`config.mk`:
```
export PLATFORM = sky130hd
export DESIGN_NAME = general_purpose_chip_select_decoder
export DESIGN_NICKNAME = d
export VERILOG_FILES = /design/src/core/gpcs_pkg.sv /design/src/core/gpcs_decoder.sv /design/src/core/chan_match.sv /design/src/core/select_encoder.sv
export SDC_FILE = /design/constraint.sdc
export NUM_CORES = 1
export LEC_CHECK = 0
export BUFFER_PORTS_ARGS = -buffer_cell sky130_fd_sc_hd__buf_2
export CORE_MARGIN = 4
export CORE_UTILIZATION = 41
export CTS_BUF_LIST = sky130_fd_sc_hd__clkbuf_4 sky130_fd_sc_hd__clkbuf_8 sky130_fd_sc_hd__clkbuf_16
export DETAILED_ROUTE_END_ITERATION = 12
export SYNTH_ARGS = -nofsm -noshare
export SYNTH_HDL_FRONTEND = slang
export SYNTH_HIERARCHICAL = 1
export SYNTH_SLANG_ARGS = --single-unit
```
`constraint.sdc`:
```
create_clock -name clk_sys_in -period 4.5 [get_ports clk_sys_in]
set_input_delay 0.675 -clock clk_sys_in [delete_from_list [all_inputs] [get_ports clk_sys_in]]
set_output_delay 0.675 -clock clk_sys_in [all_outputs]
set_load 0.05 [all_outputs]
```
`src/core/gpcs_pkg.sv`:
```
package chip_select_pkg;
   // register indices; byte address is four times the index
   localparam logic [7:0] IDX_MODE_SELECT   = 8'h40;
   localparam logic [7:0] IDX_CH0_LOW_ADDR  = 8'h64;
   localparam logic [7:0] IDX_CH0_HIGH_ADDR = 8'h65;
   localparam logic [7:0] IDX_CH0_MASK      = 8'h66;
   localparam logic [7:0] IDX_CH1_LOW_ADDR  = 8'h68;
   localparam logic [7:0] IDX_CH1_HIGH_ADDR = 8'h69;
   localparam logic [7:0] IDX_CH1_MASK      = 8'h6a;
   localparam logic [7:0] IDX_CH2_LOW_ADDR  = 8'h6c;
   localparam logic [7:0] IDX_CH2_HIGH_ADDR = 8'h6d;
   localparam logic [7:0] IDX_CH2_MASK      = 8'h6e;
   localparam logic [7:0] IDX_XBUS_CTRL     = 8'h6f;
   localparam logic [7:0] IDX_SELECT_FORMAT = 8'h7c;

   // index field of the byte address
   localparam int IDX_LSB = 2;
   localparam int IDX_MSB = 9;

   // reset values
   localparam logic [7:0] RST_LOW_ADDR  = 8'h00;
   localparam logic [7:0] RST_HIGH_ADDR = 8'hc0;
   localparam logic [7:0] RST_MASK      = 8'h00;
   localparam logic [2:0] RST_XBUS_CTRL = 3'h0;
   localparam logic [7:0] RST_MODE_SEL  = 8'h00;
   localparam logic       RST_FORMAT    = 1'b0;

   // field positions and the x-bus enable width
   localparam int MODE_CH2_OFF_BIT = 4;
   localparam int XBUS_EN_W        = 3;
   localparam int FORMAT_ENC_BIT   = 0;

   // encoded select patterns
   localparam logic [2:0] ENC_CH0  = 3'h5;
   localparam logic [2:0] ENC_CH1  = 3'h6;
   localparam logic [2:0] ENC_IDLE = 3'h7;

   // ahb-lite codes
   localparam logic [1:0] HTRANS_NONSEQ = 2'h2;
   localparam logic       HRESP_OKAY    = 1'b0;
endpackage

```
`src/core/gpcs_decoder.sv`:
```
// Local design decision: the AHB-Lite register port.
`timescale 1ns/100ps
module general_purpose_chip_select_decoder
   import chip_select_pkg::*;
#(
   parameter int NUM_CHAN = 3,
   parameter int ADDR_W   = 32
)
(
   // clock and reset
   input  wire logic              clk_sys_in,
   input  wire logic              rst_b_in,
   // ahb-lite slave
   input  wire logic              hsel_in,
   input  wire logic [ADDR_W-1:0] haddr_in,
   input  wire logic [1:0]        htrans_in,
   input  wire logic              hwrite_in,
   input  wire logic [2:0]        hsize_in,
   input  wire logic [31:0]       hwdata_in,
   input  wire logic              hready_in,
   output logic [31:0]            hrdata_out,
   output logic                   hreadyout_out,
   output logic                   hresp_out,
   // peripheral access
   input  wire logic [15:0]       la_in,
   input  wire logic              io_access_in,
   // decoded selects
   output logic [2:0]             periph_select_n_out,
   output logic [2:0]             encoded_select_lines_out,
   output logic                   xbus_transceiver_oe_n_out
);
   if (NUM_CHAN != 3) begin : g_bad_chan
      $error("decoder serves exactly three channels");
   end

   if (XBUS_EN_W != NUM_CHAN) begin : g_bad_xbus
      $error("decoder needs one x-bus enable per channel");
   end

   if (ADDR_W <= IDX_MSB) begin : g_bad_addr
      $error("decoder needs an address wider than the index");
   end

   // bus data-phase state
   logic       wr_pend_r;
   logic [7:0] wr_idx_r;
   logic       wr_go;

   // write strobes
   logic [NUM_CHAN-1:0] wr_low;
   logic [NUM_CHAN-1:0] wr_high;
   logic [NUM_CHAN-1:0] wr_mask;
   logic                wr_xbus;
   logic                wr_mode;
   logic                wr_format;

   // read selects
   logic [NUM_CHAN-1:0] rd_low;
   logic [NUM_CHAN-1:0] rd_high;
   logic [NUM_CHAN-1:0] rd_mask;
   logic                rd_xbus;
   logic                rd_mode;
   logic                rd_format;

   // registers
   logic [7:0]           low_addr_r  [NUM_CHAN];
   logic [7:0]           high_addr_r [NUM_CHAN];
   logic [7:0]           low_mask_r  [NUM_CHAN];
   logic [7:0]           low_addr_nxt  [NUM_CHAN];
   logic [7:0]           high_addr_nxt [NUM_CHAN];
   logic [7:0]           low_mask_nxt  [NUM_CHAN];
   logic [XBUS_EN_W-1:0] xbus_en_r;
   logic [XBUS_EN_W-1:0] xbus_en_nxt;
   logic [7:0]           mode_sel_r;
   logic [7:0]           mode_sel_nxt;
   logic                 format_r;
   logic                 format_nxt;

   // read path
   logic       rd_take;
   logic [7:0] rd_idx;
   logic [7:0] rd_val;

   // decode path
   logic [NUM_CHAN-1:0] chan_on;
   logic [NUM_CHAN-1:0] hit;
   logic [NUM_CHAN-1:0] xbus_hit;
   logic [2:0]          select_n;
   logic [2:0]          encoded;

   localparam logic [7:0] IDX_LOW  [NUM_CHAN] =
      '{IDX_CH0_LOW_ADDR, IDX_CH1_LOW_ADDR, IDX_CH2_LOW_ADDR};
   localparam logic [7:0] IDX_HIGH [NUM_CHAN] =
      '{IDX_CH0_HIGH_ADDR, IDX_CH1_HIGH_ADDR, IDX_CH2_HIGH_ADDR};
   localparam logic [7:0] IDX_MASK [NUM_CHAN] =
      '{IDX_CH0_MASK, IDX_CH1_MASK, IDX_CH2_MASK};

   // address phase capture
   assign rd_take = hsel_in & hready_in & htrans_in[1]
                    & ~hwrite_in;
   assign rd_idx  = haddr_in[IDX_MSB:IDX_LSB];
   assign wr_go   = wr_pend_r;

   // write pending flag
   always_ff @(posedge clk_sys_in) begin
      if (!rst_b_in) begin
         wr_pend_r <= 1'b0;
      end else if (hready_in) begin
         wr_pend_r <= hsel_in & htrans_in[1] & hwrite_in;
      end
   end

   // write index
   always_ff @(posedge clk_sys_in) begin
      if (!rst_b_in) begin
         wr_idx_r <= 8'h00;
      end else if (hready_in) begin
         wr_idx_r <= haddr_in[IDX_MSB:IDX_LSB];
      end
   end

   // write strobes, one per register
   always_comb begin
      for (int i = 0; i < NUM_CHAN; i++) begin
         wr_low[i]  = wr_go && (wr_idx_r == IDX_LOW[i]);
         wr_high[i] = wr_go && (wr_idx_r == IDX_HIGH[i]);
         wr_mask[i] = wr_go && (wr_idx_r == IDX_MASK[i]);
      end
      wr_xbus   = wr_go && (wr_idx_r == IDX_XBUS_CTRL);
      wr_mode   = wr_go && (wr_idx_r == IDX_MODE_SELECT);
      wr_format = wr_go && (wr_idx_r == IDX_SELECT_FORMAT);
   end

   // register next values, a write lands in its data phase
   always_comb begin
      for (int i = 0; i < NUM_CHAN; i++) begin
         low_addr_nxt[i]  = low_addr_r[i];
         high_addr_nxt[i] = high_addr_r[i];
         low_mask_nxt[i]  = low_mask_r[i];
         if (wr_low[i]) begin
            low_addr_nxt[i] = hwdata_in[7:0];
         end
         if (wr_high[i]) begin
            high_addr_nxt[i] = hwdata_in[7:0];
         end
         if (wr_mask[i]) begin
            low_mask_nxt[i] = hwdata_in[7:0];
         end
      end
      xbus_en_nxt  = xbus_en_r;
      mode_sel_nxt = mode_sel_r;
      format_nxt   = format_r;
      if (wr_xbus) begin
         xbus_en_nxt = hwdata_in[XBUS_EN_W-1:0];
      end
      if (wr_mode) begin
         mode_sel_nxt = hwdata_in[7:0];
      end
      if (wr_format) begin
         format_nxt = hwdata_in[FORMAT_ENC_BIT];
      end
   end

   // low address bytes
   always_ff @(posedge clk_sys_in) begin
      for (int i = 0; i < NUM_CHAN; i++) begin
         if (!rst_b_in) begin
            low_addr_r[i] <= RST_LOW_ADDR;
         end else begin
            low_addr_r[i] <= low_addr_nxt[i];
         end
      end
   end

   // high address bytes
   always_ff @(posedge clk_sys_in) begin
      for (int i = 0; i < NUM_CHAN; i++) begin
         if (!rst_b_in) begin
            high_addr_r[i] <= RST_HIGH_ADDR;
         end else begin
            high_addr_r[i] <= high_addr_nxt[i];
         end
      end
   end

   // low address masks
   always_ff @(posedge clk_sys_in) begin
      for (int i = 0; i < NUM_CHAN; i++) begin
         if (!rst_b_in) begin
            low_mask_r[i] <= RST_MASK;
         end else begin
            low_mask_r[i] <= low_mask_nxt[i];
         end
      end
   end

   // x-bus enable control
   always_ff @(posedge clk_sys_in) begin
      if (!rst_b_in) begin
         xbus_en_r <= RST_XBUS_CTRL;
      end else begin
         xbus_en_r <= xbus_en_nxt;
      end
   end

   // mode select
   always_ff @(posedge clk_sys_in) begin
      if (!rst_b_in) begin
         mode_sel_r <= RST_MODE_SEL;
      end else begin
         mode_sel_r <= mode_sel_nxt;
      end
   end

   // select format
   always_ff @(posedge clk_sys_in) begin
      if (!rst_b_in) begin
         format_r <= RST_FORMAT;
      end else begin
         format_r <= format_nxt;
      end
   end

   // read selects, one per register
   always_comb begin
      for (int i = 0; i < NUM_CHAN; i++) begin
         rd_low[i]  = (rd_idx == IDX_LOW[i]);
         rd_high[i] = (rd_idx == IDX_HIGH[i]);
         rd_mask[i] = (rd_idx == IDX_MASK[i]);
      end
      rd_xbus   = (rd_idx == IDX_XBUS_CTRL);
      rd_mode   = (rd_idx == IDX_MODE_SELECT);
      rd_format = (rd_idx == IDX_SELECT_FORMAT);
   end

   // read mux on next values so a write just before is seen
   always_comb begin
      rd_val = 8'h00;
      for (int i = 0; i < NUM_CHAN; i++) begin
         if (rd_low[i]) begin
            rd_val = low_addr_nxt[i];
         end
         if (rd_high[i]) begin
            rd_val = high_addr_nxt[i];
         end
         if (rd_mask[i]) begin
            rd_val = low_mask_nxt[i];
         end
      end
      if (rd_xbus) begin
         rd_val = {5'h00, xbus_en_nxt};
      end
      if (rd_mode) begin
         rd_val = mode_sel_nxt;
      end
      if (rd_format) begin
         rd_val = {7'h00, format_nxt};
      end
   end

   // bus answer, zero wait states, always okay
   always_ff @(posedge clk_sys_in) begin
      if (!rst_b_in) begin
         hreadyout_out <= 1'b1;
         hresp_out     <= HRESP_OKAY;
      end else begin
         hreadyout_out <= 1'b1;
         hresp_out     <= HRESP_OKAY;
      end
   end

   // read data, loaded in the address phase
   always_ff @(posedge clk_sys_in) begin
      if (!rst_b_in) begin
         hrdata_out <= 32'h0000_0000;
      end else if (rd_take) begin
         hrdata_out <= {24'h000000, rd_val};
      end
   end

   // per-channel match
   always_comb begin
      chan_on = '1;
      chan_on[2] = ~mode_sel_r[MODE_CH2_OFF_BIT];
   end

   for (genvar g = 0; g < NUM_CHAN; g++) begin : g_chan
      chan_match u_match (
         .high_addr_in (high_addr_r[g]),
         .low_addr_in  (low_addr_r[g]),
         .low_mask_in  (low_mask_r[g]),
         .chan_on_in   (chan_on[g]),
         .la_in        (la_in),
         .io_access_in (io_access_in),
         .hit_out      (hit[g])
      );
   end

   select_encoder u_enc (
      .hit_in       (hit),
      .encoded_in   (format_r),
      .select_n_out (select_n),
      .encoded_out  (encoded)
   );

   // channels that hit and sit on the x-bus
   assign xbus_hit = hit & xbus_en_r;

   // dedicated selects
   always_ff @(posedge clk_sys_in) begin
      if (!rst_b_in) begin
         periph_select_n_out <= 3'h7;
      end else begin
         periph_select_n_out <= select_n;
      end
   end

   // encoded selects
   always_ff @(posedge clk_sys_in) begin
      if (!rst_b_in) begin
         encoded_select_lines_out <= ENC_IDLE;
      end else begin
         encoded_select_lines_out <= encoded;
      end
   end

   // transceiver enable
   always_ff @(posedge clk_sys_in) begin
      if (!rst_b_in) begin
         xbus_transceiver_oe_n_out <= 1'b1;
      end else begin
         xbus_transceiver_oe_n_out <= ~|xbus_hit;
      end
   end
endmodule

```
`src/core/chan_match.sv`:
```
`timescale 1ns/100ps
module chan_match
   import chip_select_pkg::*;
(
   // programmed decode values
   input  wire logic [7:0]  high_addr_in,
   input  wire logic [7:0]  low_addr_in,
   input  wire logic [7:0]  low_mask_in,
   input  wire logic        chan_on_in,
   // access
   input  wire logic [15:0] la_in,
   input  wire logic        io_access_in,
   // result
   output logic             hit_out
);
   logic high_eq;
   logic low_eq;

   assign high_eq = (la_in[15:8] == high_addr_in);
   assign low_eq  = ((la_in[7:0] ^ low_addr_in) & ~low_mask_in)
                    == 8'h00;
   assign hit_out = io_access_in & chan_on_in & high_eq & low_eq;
endmodule

```
`src/core/select_encoder.sv`:
```
`timescale 1ns/100ps
module select_encoder
   import chip_select_pkg::*;
(
   // channel hits
   input  wire logic [2:0] hit_in,
   input  wire logic       encoded_in,
   // select patterns
   output logic [2:0]      select_n_out,
   output logic [2:0]      encoded_out
);
   always_comb begin
      select_n_out = 3'h7;
      encoded_out  = ENC_IDLE;
      if (encoded_in) begin
         if (hit_in[0]) begin
            encoded_out = ENC_CH0;
         end else if (hit_in[1]) begin
            encoded_out = ENC_CH1;
         end
      end else begin
         select_n_out = ~hit_in;
      end
   end
endmodule

```
Yosys cells after proc, flatten, opt, wreduce, memory -nomap -nowiden
Memories as Yosys holds them, arrays and structs flattened.
Index checks and enable logic that the tools add are counted.
{ "op_classes": {"n_eq_ne": 27, "n_mux": 37, "n_bitwise": 36, "reduce_logical": 20} }
{ "ops": {"columns": ["operator", "n"], "rows": [
  ["two-way mux 8 bit", 31],
  ["equality test 8 x 7 -> 1 bit (second input constant)", 24],
  ["bitwise AND 8 bit", 3],
  ["equality test 8 bit", 3],
  ["logical NOT 8 bit", 3],
  ["NOT 8 bit", 3],
  ["bitwise XOR 8 bit", 3],
  ["bitwise AND 1 bit", 12],
  ["logical AND 1 bit", 12],
  ["OR 1 bit", 9],
  ["OR reduction 3 bit", 2],
  ["two-way mux 1 bit", 4],
  ["NOT 1 bit", 4],
  ["bitwise AND 3 bit", 1],
  ["two-way mux 3 bit", 1],
  ["NOT 3 bit", 1],
  ["two-way mux 2 bit", 1],
  ["AND reduction 2 bit", 1],
  ["OR reduction 2 bit", 1],
  ["logical NOT 1 bit", 1]
]} }
{ "word_totals": {"register_bits": 36, "mem_bits_rw": 72, "out_inout_bits": 41, "word_cells": 133, "n_memories": 3} }
{ "memory_table": {"columns": ["name", "words", "width", "rd", "rd_ports_with_merged_regs", "write_ports", "line_no", "source"], "rows": [
  ["high_addr_r", 3, 8, 3, 0, 3, "gpcs_decoder.sv:67", "logic [7:0] high_addr_r [NUM_CHAN];"],
  ["low_addr_r", 3, 8, 3, 0, 3, "gpcs_decoder.sv:66", "logic [7:0] low_addr_r [NUM_CHAN];"],
  ["low_mask_r", 3, 8, 3, 0, 3, "gpcs_decoder.sv:68", "logic [7:0] low_mask_r [NUM_CHAN];"]
]} }

Depth between registers and ports, before layout
{ "logic_depth": {"depth_word": 15, "ltp_mapped": 8} }

Modules after synthesis
Netlist, hierarchy kept.
{ "modules_own_cells": {"columns": ["module", "instances", "cells_per_inst", "area_each_um2", "seq_area_each_um2"], "rows": [
  ["general_purpose_chip_select_decoder", 1, 547, 5017.3, 2162.1],
  ["chan_match", 3, 25, 201.4, 0.0],
  ["select_encoder", 1, 7, 41.3, 0.0]
]} }

Worst setup path before layout
OpenSTA, ideal clock, no wires.
{ "synth_path": {"kind": "in2reg", "start": "input haddr_in[4]", "end": "register hrdata_out[4]", "arrival_ps": 2276, "required_ps": 4383, "setup_slack_ps": 2106, "cell_stages": 8, "n_path_buf": 2, "path_cell_list": "clkbuf_1 nand2b_1 or4_1 clkbuf_1 a211oi_1 a2111oi_4 a22oi_1 nand2_1"} }
{ "synth_via": {"elab_chain_len": 13, "elab_cells_between_ends": 24, "classes_between": "eq/ne: 12; mux: 12"} }
{ "synth_lines": {"columns": ["item", "line_no", "source"], "rows": [
  ["start: declaration", "gpcs_decoder.sv:15", "input wire logic [ADDR_W-1:0] haddr_in,"],
  ["equality test 8 x 7 -> 1 bit", "gpcs_decoder.sv:227", "rd_low[i] = (rd_idx == IDX_LOW[i]);"],
  ["two-way mux 8 bit", "gpcs_decoder.sv:240", "if (rd_low[i]) begin"],
  ["two-way mux 8 bit", "gpcs_decoder.sv:243", "if (rd_high[i]) begin"],
  ["two-way mux 8 bit", "gpcs_decoder.sv:246", "if (rd_mask[i]) begin"],
  ["two-way mux 8 bit", "gpcs_decoder.sv:240", null],
  ["two-way mux 8 bit", "gpcs_decoder.sv:243", null],
  ["two-way mux 8 bit", "gpcs_decoder.sv:246", null],
  ["two-way mux 8 bit", "gpcs_decoder.sv:240", null],
  ["two-way mux 8 bit", "gpcs_decoder.sv:243", null],
  ["two-way mux 8 bit", "gpcs_decoder.sv:246", null],
  ["two-way mux 8 bit", "gpcs_decoder.sv:250", "if (rd_xbus) begin"],
  ["two-way mux 8 bit", "gpcs_decoder.sv:253", "if (rd_mode) begin"],
  ["two-way mux 8 bit (*)", "gpcs_decoder.sv:256", "if (rd_format) begin"],
  ["end signal: assignment", "gpcs_decoder.sv:277", "hrdata_out <= {24'h000000, rd_val};"],
  ["end: declaration", "gpcs_decoder.sv:21", "output logic [31:0] hrdata_out,"]
]} }
Mark *: on every way between the ends. The rest lies on a longest branch, timed or not.
A chain may end at the register's enable or synchronous reset.

Worst setup path after layout
{ "layout_path": {"start": "register wr_idx_r[6]", "end": "register hrdata_out[0]"} }
{ "layout_via": {"elab_chain_len": 15, "elab_cells_between_ends": 48, "classes_between": "eq/ne: 12; mux: 24; reduce/logical: 12"} }
{ "layout_lines": {"columns": ["item", "line_no", "source"], "rows": [
  ["start: declaration", "gpcs_decoder.sv:46", "logic [7:0] wr_idx_r;"],
  ["start signal: assignment", "gpcs_decoder.sv:118", "wr_idx_r <= haddr_in[IDX_MSB:IDX_LSB];"],
  ["equality test 8 x 7 -> 1 bit", "gpcs_decoder.sv:125", "wr_low[i] = wr_go && (wr_idx_r == IDX_LOW[i]);"],
  ["logical AND 1 bit", "gpcs_decoder.sv:125", null],
  ["two-way mux 8 bit", "gpcs_decoder.sv:140", "if (wr_low[i]) begin"],
  ["two-way mux 8 bit", "gpcs_decoder.sv:240", null],
  ["two-way mux 8 bit", "gpcs_decoder.sv:243", null],
  ["two-way mux 8 bit", "gpcs_decoder.sv:246", null],
  ["two-way mux 8 bit", "gpcs_decoder.sv:240", null],
  ["two-way mux 8 bit", "gpcs_decoder.sv:243", null],
  ["two-way mux 8 bit", "gpcs_decoder.sv:246", null],
  ["two-way mux 8 bit", "gpcs_decoder.sv:240", null],
  ["two-way mux 8 bit", "gpcs_decoder.sv:243", null],
  ["two-way mux 8 bit", "gpcs_decoder.sv:246", null],
  ["two-way mux 8 bit", "gpcs_decoder.sv:250", null],
  ["two-way mux 8 bit", "gpcs_decoder.sv:253", null],
  ["two-way mux 8 bit (*)", "gpcs_decoder.sv:256", null]
]} }
Marks and branches as above.

==> summary.txt <==
Synth
  – Main flop type after synthesis: dfxtp_1
  – Yosys cell types: 56
  – Top-count cell post-synth: dfxtp_1
  – Seq cells post-synth: 108
  – Mapped Area: 5660 um^2
  – Register area share after synthesis: 38.2%
  – Syn Area/Cell: between 9 and 10 um^2
  – Top post-synthesis cells by count: 108 x dfxtp_1, 92 x nor2_1, 86 x mux2i_1
  – Area contributors post-synth: dfxtp_1 38%, mux2i_1 15%, nor2_1 6.1%, xnor2_1 5.6%, buf_4 3.8%
  – Async set-reset flop share out of synthesis: 0%
  – Post-synth EDFFs: 0
  – Share of the synthesized area in the top cell type: 38.2%
  – Area leader, netlist: dfxtp_1
  – Total number of yosys warnings: 6
  – Cells after synthesis: 629

Die
  – Die area: between 15000 and 20000 um^2
  – Cell row count: 42
  – Die width: 126 um
  – Die Ht: around 130 um
  – Core area: ~13000 um^2
  – Starting Density: 42.3%
  – I/O pin count: 132

Critical path
  – Flop2flop setup slack: 1.63 ns
  – Worst r2r dst: hrdata_out[0]$_SDFFE_PN0P_
  – CP Capture Type: flop
  – Crit path largest cell delay: 0.63 ns
  – Buffers and inverters on the worst path: 0
  – CP required: 4.73 ns
  – R2r worst-path depth: 6
  – Crit-path leading delay family: simple AND/OR/NAND/NOR gates
  – Slowest cell on the critical path: nor3_4
  – Critical path class: flop to flop
  – Crit path cell chain: or3b_1 -> nor3_4 -> mux2i_1 -> o22ai_1 -> nor4_1 -> o31ai_1
  – Reg2reg start: wr_idx_r[6]$_SDFFE_PN0P_
  – Critical Path Start Type: flop
  – Maximum fanout along the worst path: 8
  – WP data arrival: 3.10 ns

Layout
  – Register area: 2160 um^2
  – Layout cell share with drive strength beyond 1: between 10% and 20%
  – Layout overhead on the synthesized area: 9.72%
  – Multi-input logic area: 3240 um^2
  – Fin cells: 844
  – Nets: about 750
  – Final Util: 46.4%
  – # fillers: 1333
  – Diodes inserted: 0

Placement
  – Placer Congestion: 0.863
  – Post-DP HPWL: 12200 um
  – # placed instances: 828
  – Number of port buffers: 53

Timing
  – Tightest Pin Transition: 1.11 ns
  – TNS Setup: 0 ns
  – Worst Clk Skew: ~0.011 ns
  – Final number of setup-violating endpoints: 0
  – Slew Limit Headroom: 26.1%
  – Tcrit/Tclk final: 63.8%
  – Slew Viols, Final: 0
  – Crit path time final: 2.87 ns
  – RSZ-0062 raised after global routing: no
  – Hold Vio Cnt, Final: 0
  – Fmax: around 0.35 GHz

Pwr
  – Total power per unit cell area: 310 nW/um^2
  – Peak VDD IR: ~0.19 mV
  – Leakage: roughly 2.4 nW

Clock network
  – Clock-pin slew on the worst setup and hold paths: 0.07 ns
  – Num Clock Sinks: approximately 110
  – TritonCTS clock tree: built
  – CTS Buffer Depth: 2
  – Post-CTS setup buffers: 0
  – CTS root buf: clkbuf_16
  – PostCTS Resize Cnt: 0
  – H-tree Lvls: 3
  – Clock Latency Late Sink: 0.36 ns
  – Cts bufs inserted: 9
  – CTS Hold Buffers Added: 0

Outcome
  – Run status: finished clean

Global routing
  – GRT Overall Usage: 20.6%
  – First-pass GRT wire length: 25500 um
  – Number of global-route vias before repair: ~4600
  – Largest net degree at the start of global routing: 63
  – Grt ovf: 0
  – Initial antenna violation count: 0

Detailed routing
  – TritonRoute pass-1 iters: 6
  – Vias per cell: 5.61
  – Routed wire length: 16100 um
  – DR WL/cell: 19.1 um
  – DRT antenna net count: 0
  – 1st-iter DRT viols: 501
  – DR vias: 4736
  – Residual DRC count: 0

Min path
  – Hold EP: mode_sel_r[5]$_SDFF_PN0_
  – Hold Crit Depth: 2
  – Hold Path Origin: mode_sel_r[5]$_SDFF_PN0_
  – HP Class: flop to flop

Flow run
  – Max cap viols: 0
==> power by group <==
group	switching (W)	total (W)	internal, W	leakage [nW]
combinational	0.000137	0.000182	0.0000446	1.43
sequential	0.00000634	0.000966	0.000960	0.872
clock	0.000370	0.000777	0.000408	0.134
total	0.000513	0.00192	0.00141	2.43
==> worst max-delay path by stage <==
stage,depth (start not counted),slack (ns),end,from
after detailed placement,6,1.67,hrdata_out[0]$_SDFFE_PN0P_,wr_idx_r[6]$_SDFFE_PN0P_
final,6,1.63,hrdata_out[0]$_SDFFE_PN0P_,wr_idx_r[6]$_SDFFE_PN0P_
after global routing,6,1.38,hrdata_out[0]$_SDFFE_PN0P_,wr_idx_r[6]$_SDFFE_PN0P_
after CTS,6,1.63,hrdata_out[0]$_SDFFE_PN0P_,wr_idx_r[6]$_SDFFE_PN0P_
after global placement,6,1.67,hrdata_out[0]$_SDFFE_PN0P_,wr_idx_r[6]$_SDFFE_PN0P_
after floorplan,8,2.11,hrdata_out[4]$_SDFFE_PN0P_,haddr_in[4]
==> logic make-up (layout without fill, tap and decap cells) <==
group | after synthesis | in the layout | synth area share, %
AOI/OAI and AO/OA | 91 | 91 | 11.2
xor gates and xnor gates | 48 | 48 | 7.42
buffers and inverters | 63 | 76 | 6.25
DFF | 108 | 108 | 38.2
muxes | 86 | 86 | 15.2
other | 3 | 29 | 0.199
and+or+nand+nor | 230 | 230 | 21.5
==> registers in the layout, summed over array words and instances (netlist names) <==
register and cells:
wr_idx_r 8, high_addr_r 24, format_r 1, low_addr_r 24
low_mask_r 24, hrdata_out 8, xbus_en_r 3, periph_select_n_out 3
mode_sel_r 8, encoded_select_lines_out 3, wr_go 1, xbus_transceiver_oe_n_out 1
==> metrics by stage <==
step | setup WS (ns) | hold slack, ns | area (um^2) | power (W)
after floorplan | 2.11 | 0.461 | 5760 | 0.00113
final | 1.63 | 0.496 | 6210 | 0.00192
after global routing | 1.38 | 0.512 | 6210 | 0.00199
after CTS | 1.63 | 0.502 | 6210 | 0.00194
after global placement | 1.67 | 0.478 | 5930 | 0.00117
after detailed placement | 1.67 | 0.485 | 5930 | 0.00117
==> cell usage in the layout, fill, tap and decap left out, drive strengths merged, types with 15 or more instances in the layout <==
master	instances
xnor2	36
nor3	19
mux2i	86
buf	55
nand2	35
conb	29
dfxtp	108
a21oi	16
nor2	92
o22ai	25
nand4	15
==> layer usage <==
metal	track usage, %	part of all wire, %	vias to the layer above
met5	0	0	-
met4	9.12	3.5	0
met3	3.97	6.6	36
met2	32.4	44	172
met1	27.4	46	2258
li1	-	-	2270
==> final cells by class <==
class | instances | share of cell area (%)
Clock buffer | 12 | 4.09
Clock inverter | 4 | 0.544
Multi-Input combinational cell | 484 | 52.2
Inverter | 5 | 0.302
Timing Repair Buffer | 55 | 4.51
Sequential cell | 108 | 34.8
Tap cell | 176 | 3.54
==> tightest hold or removal path, cell delays in order (launching register included) <==
cell     delay (ns)
dfxtp_1        0.31
mux2i_1        0.08
nor2_1         0.08
Power figures use the tool's default switching activity.
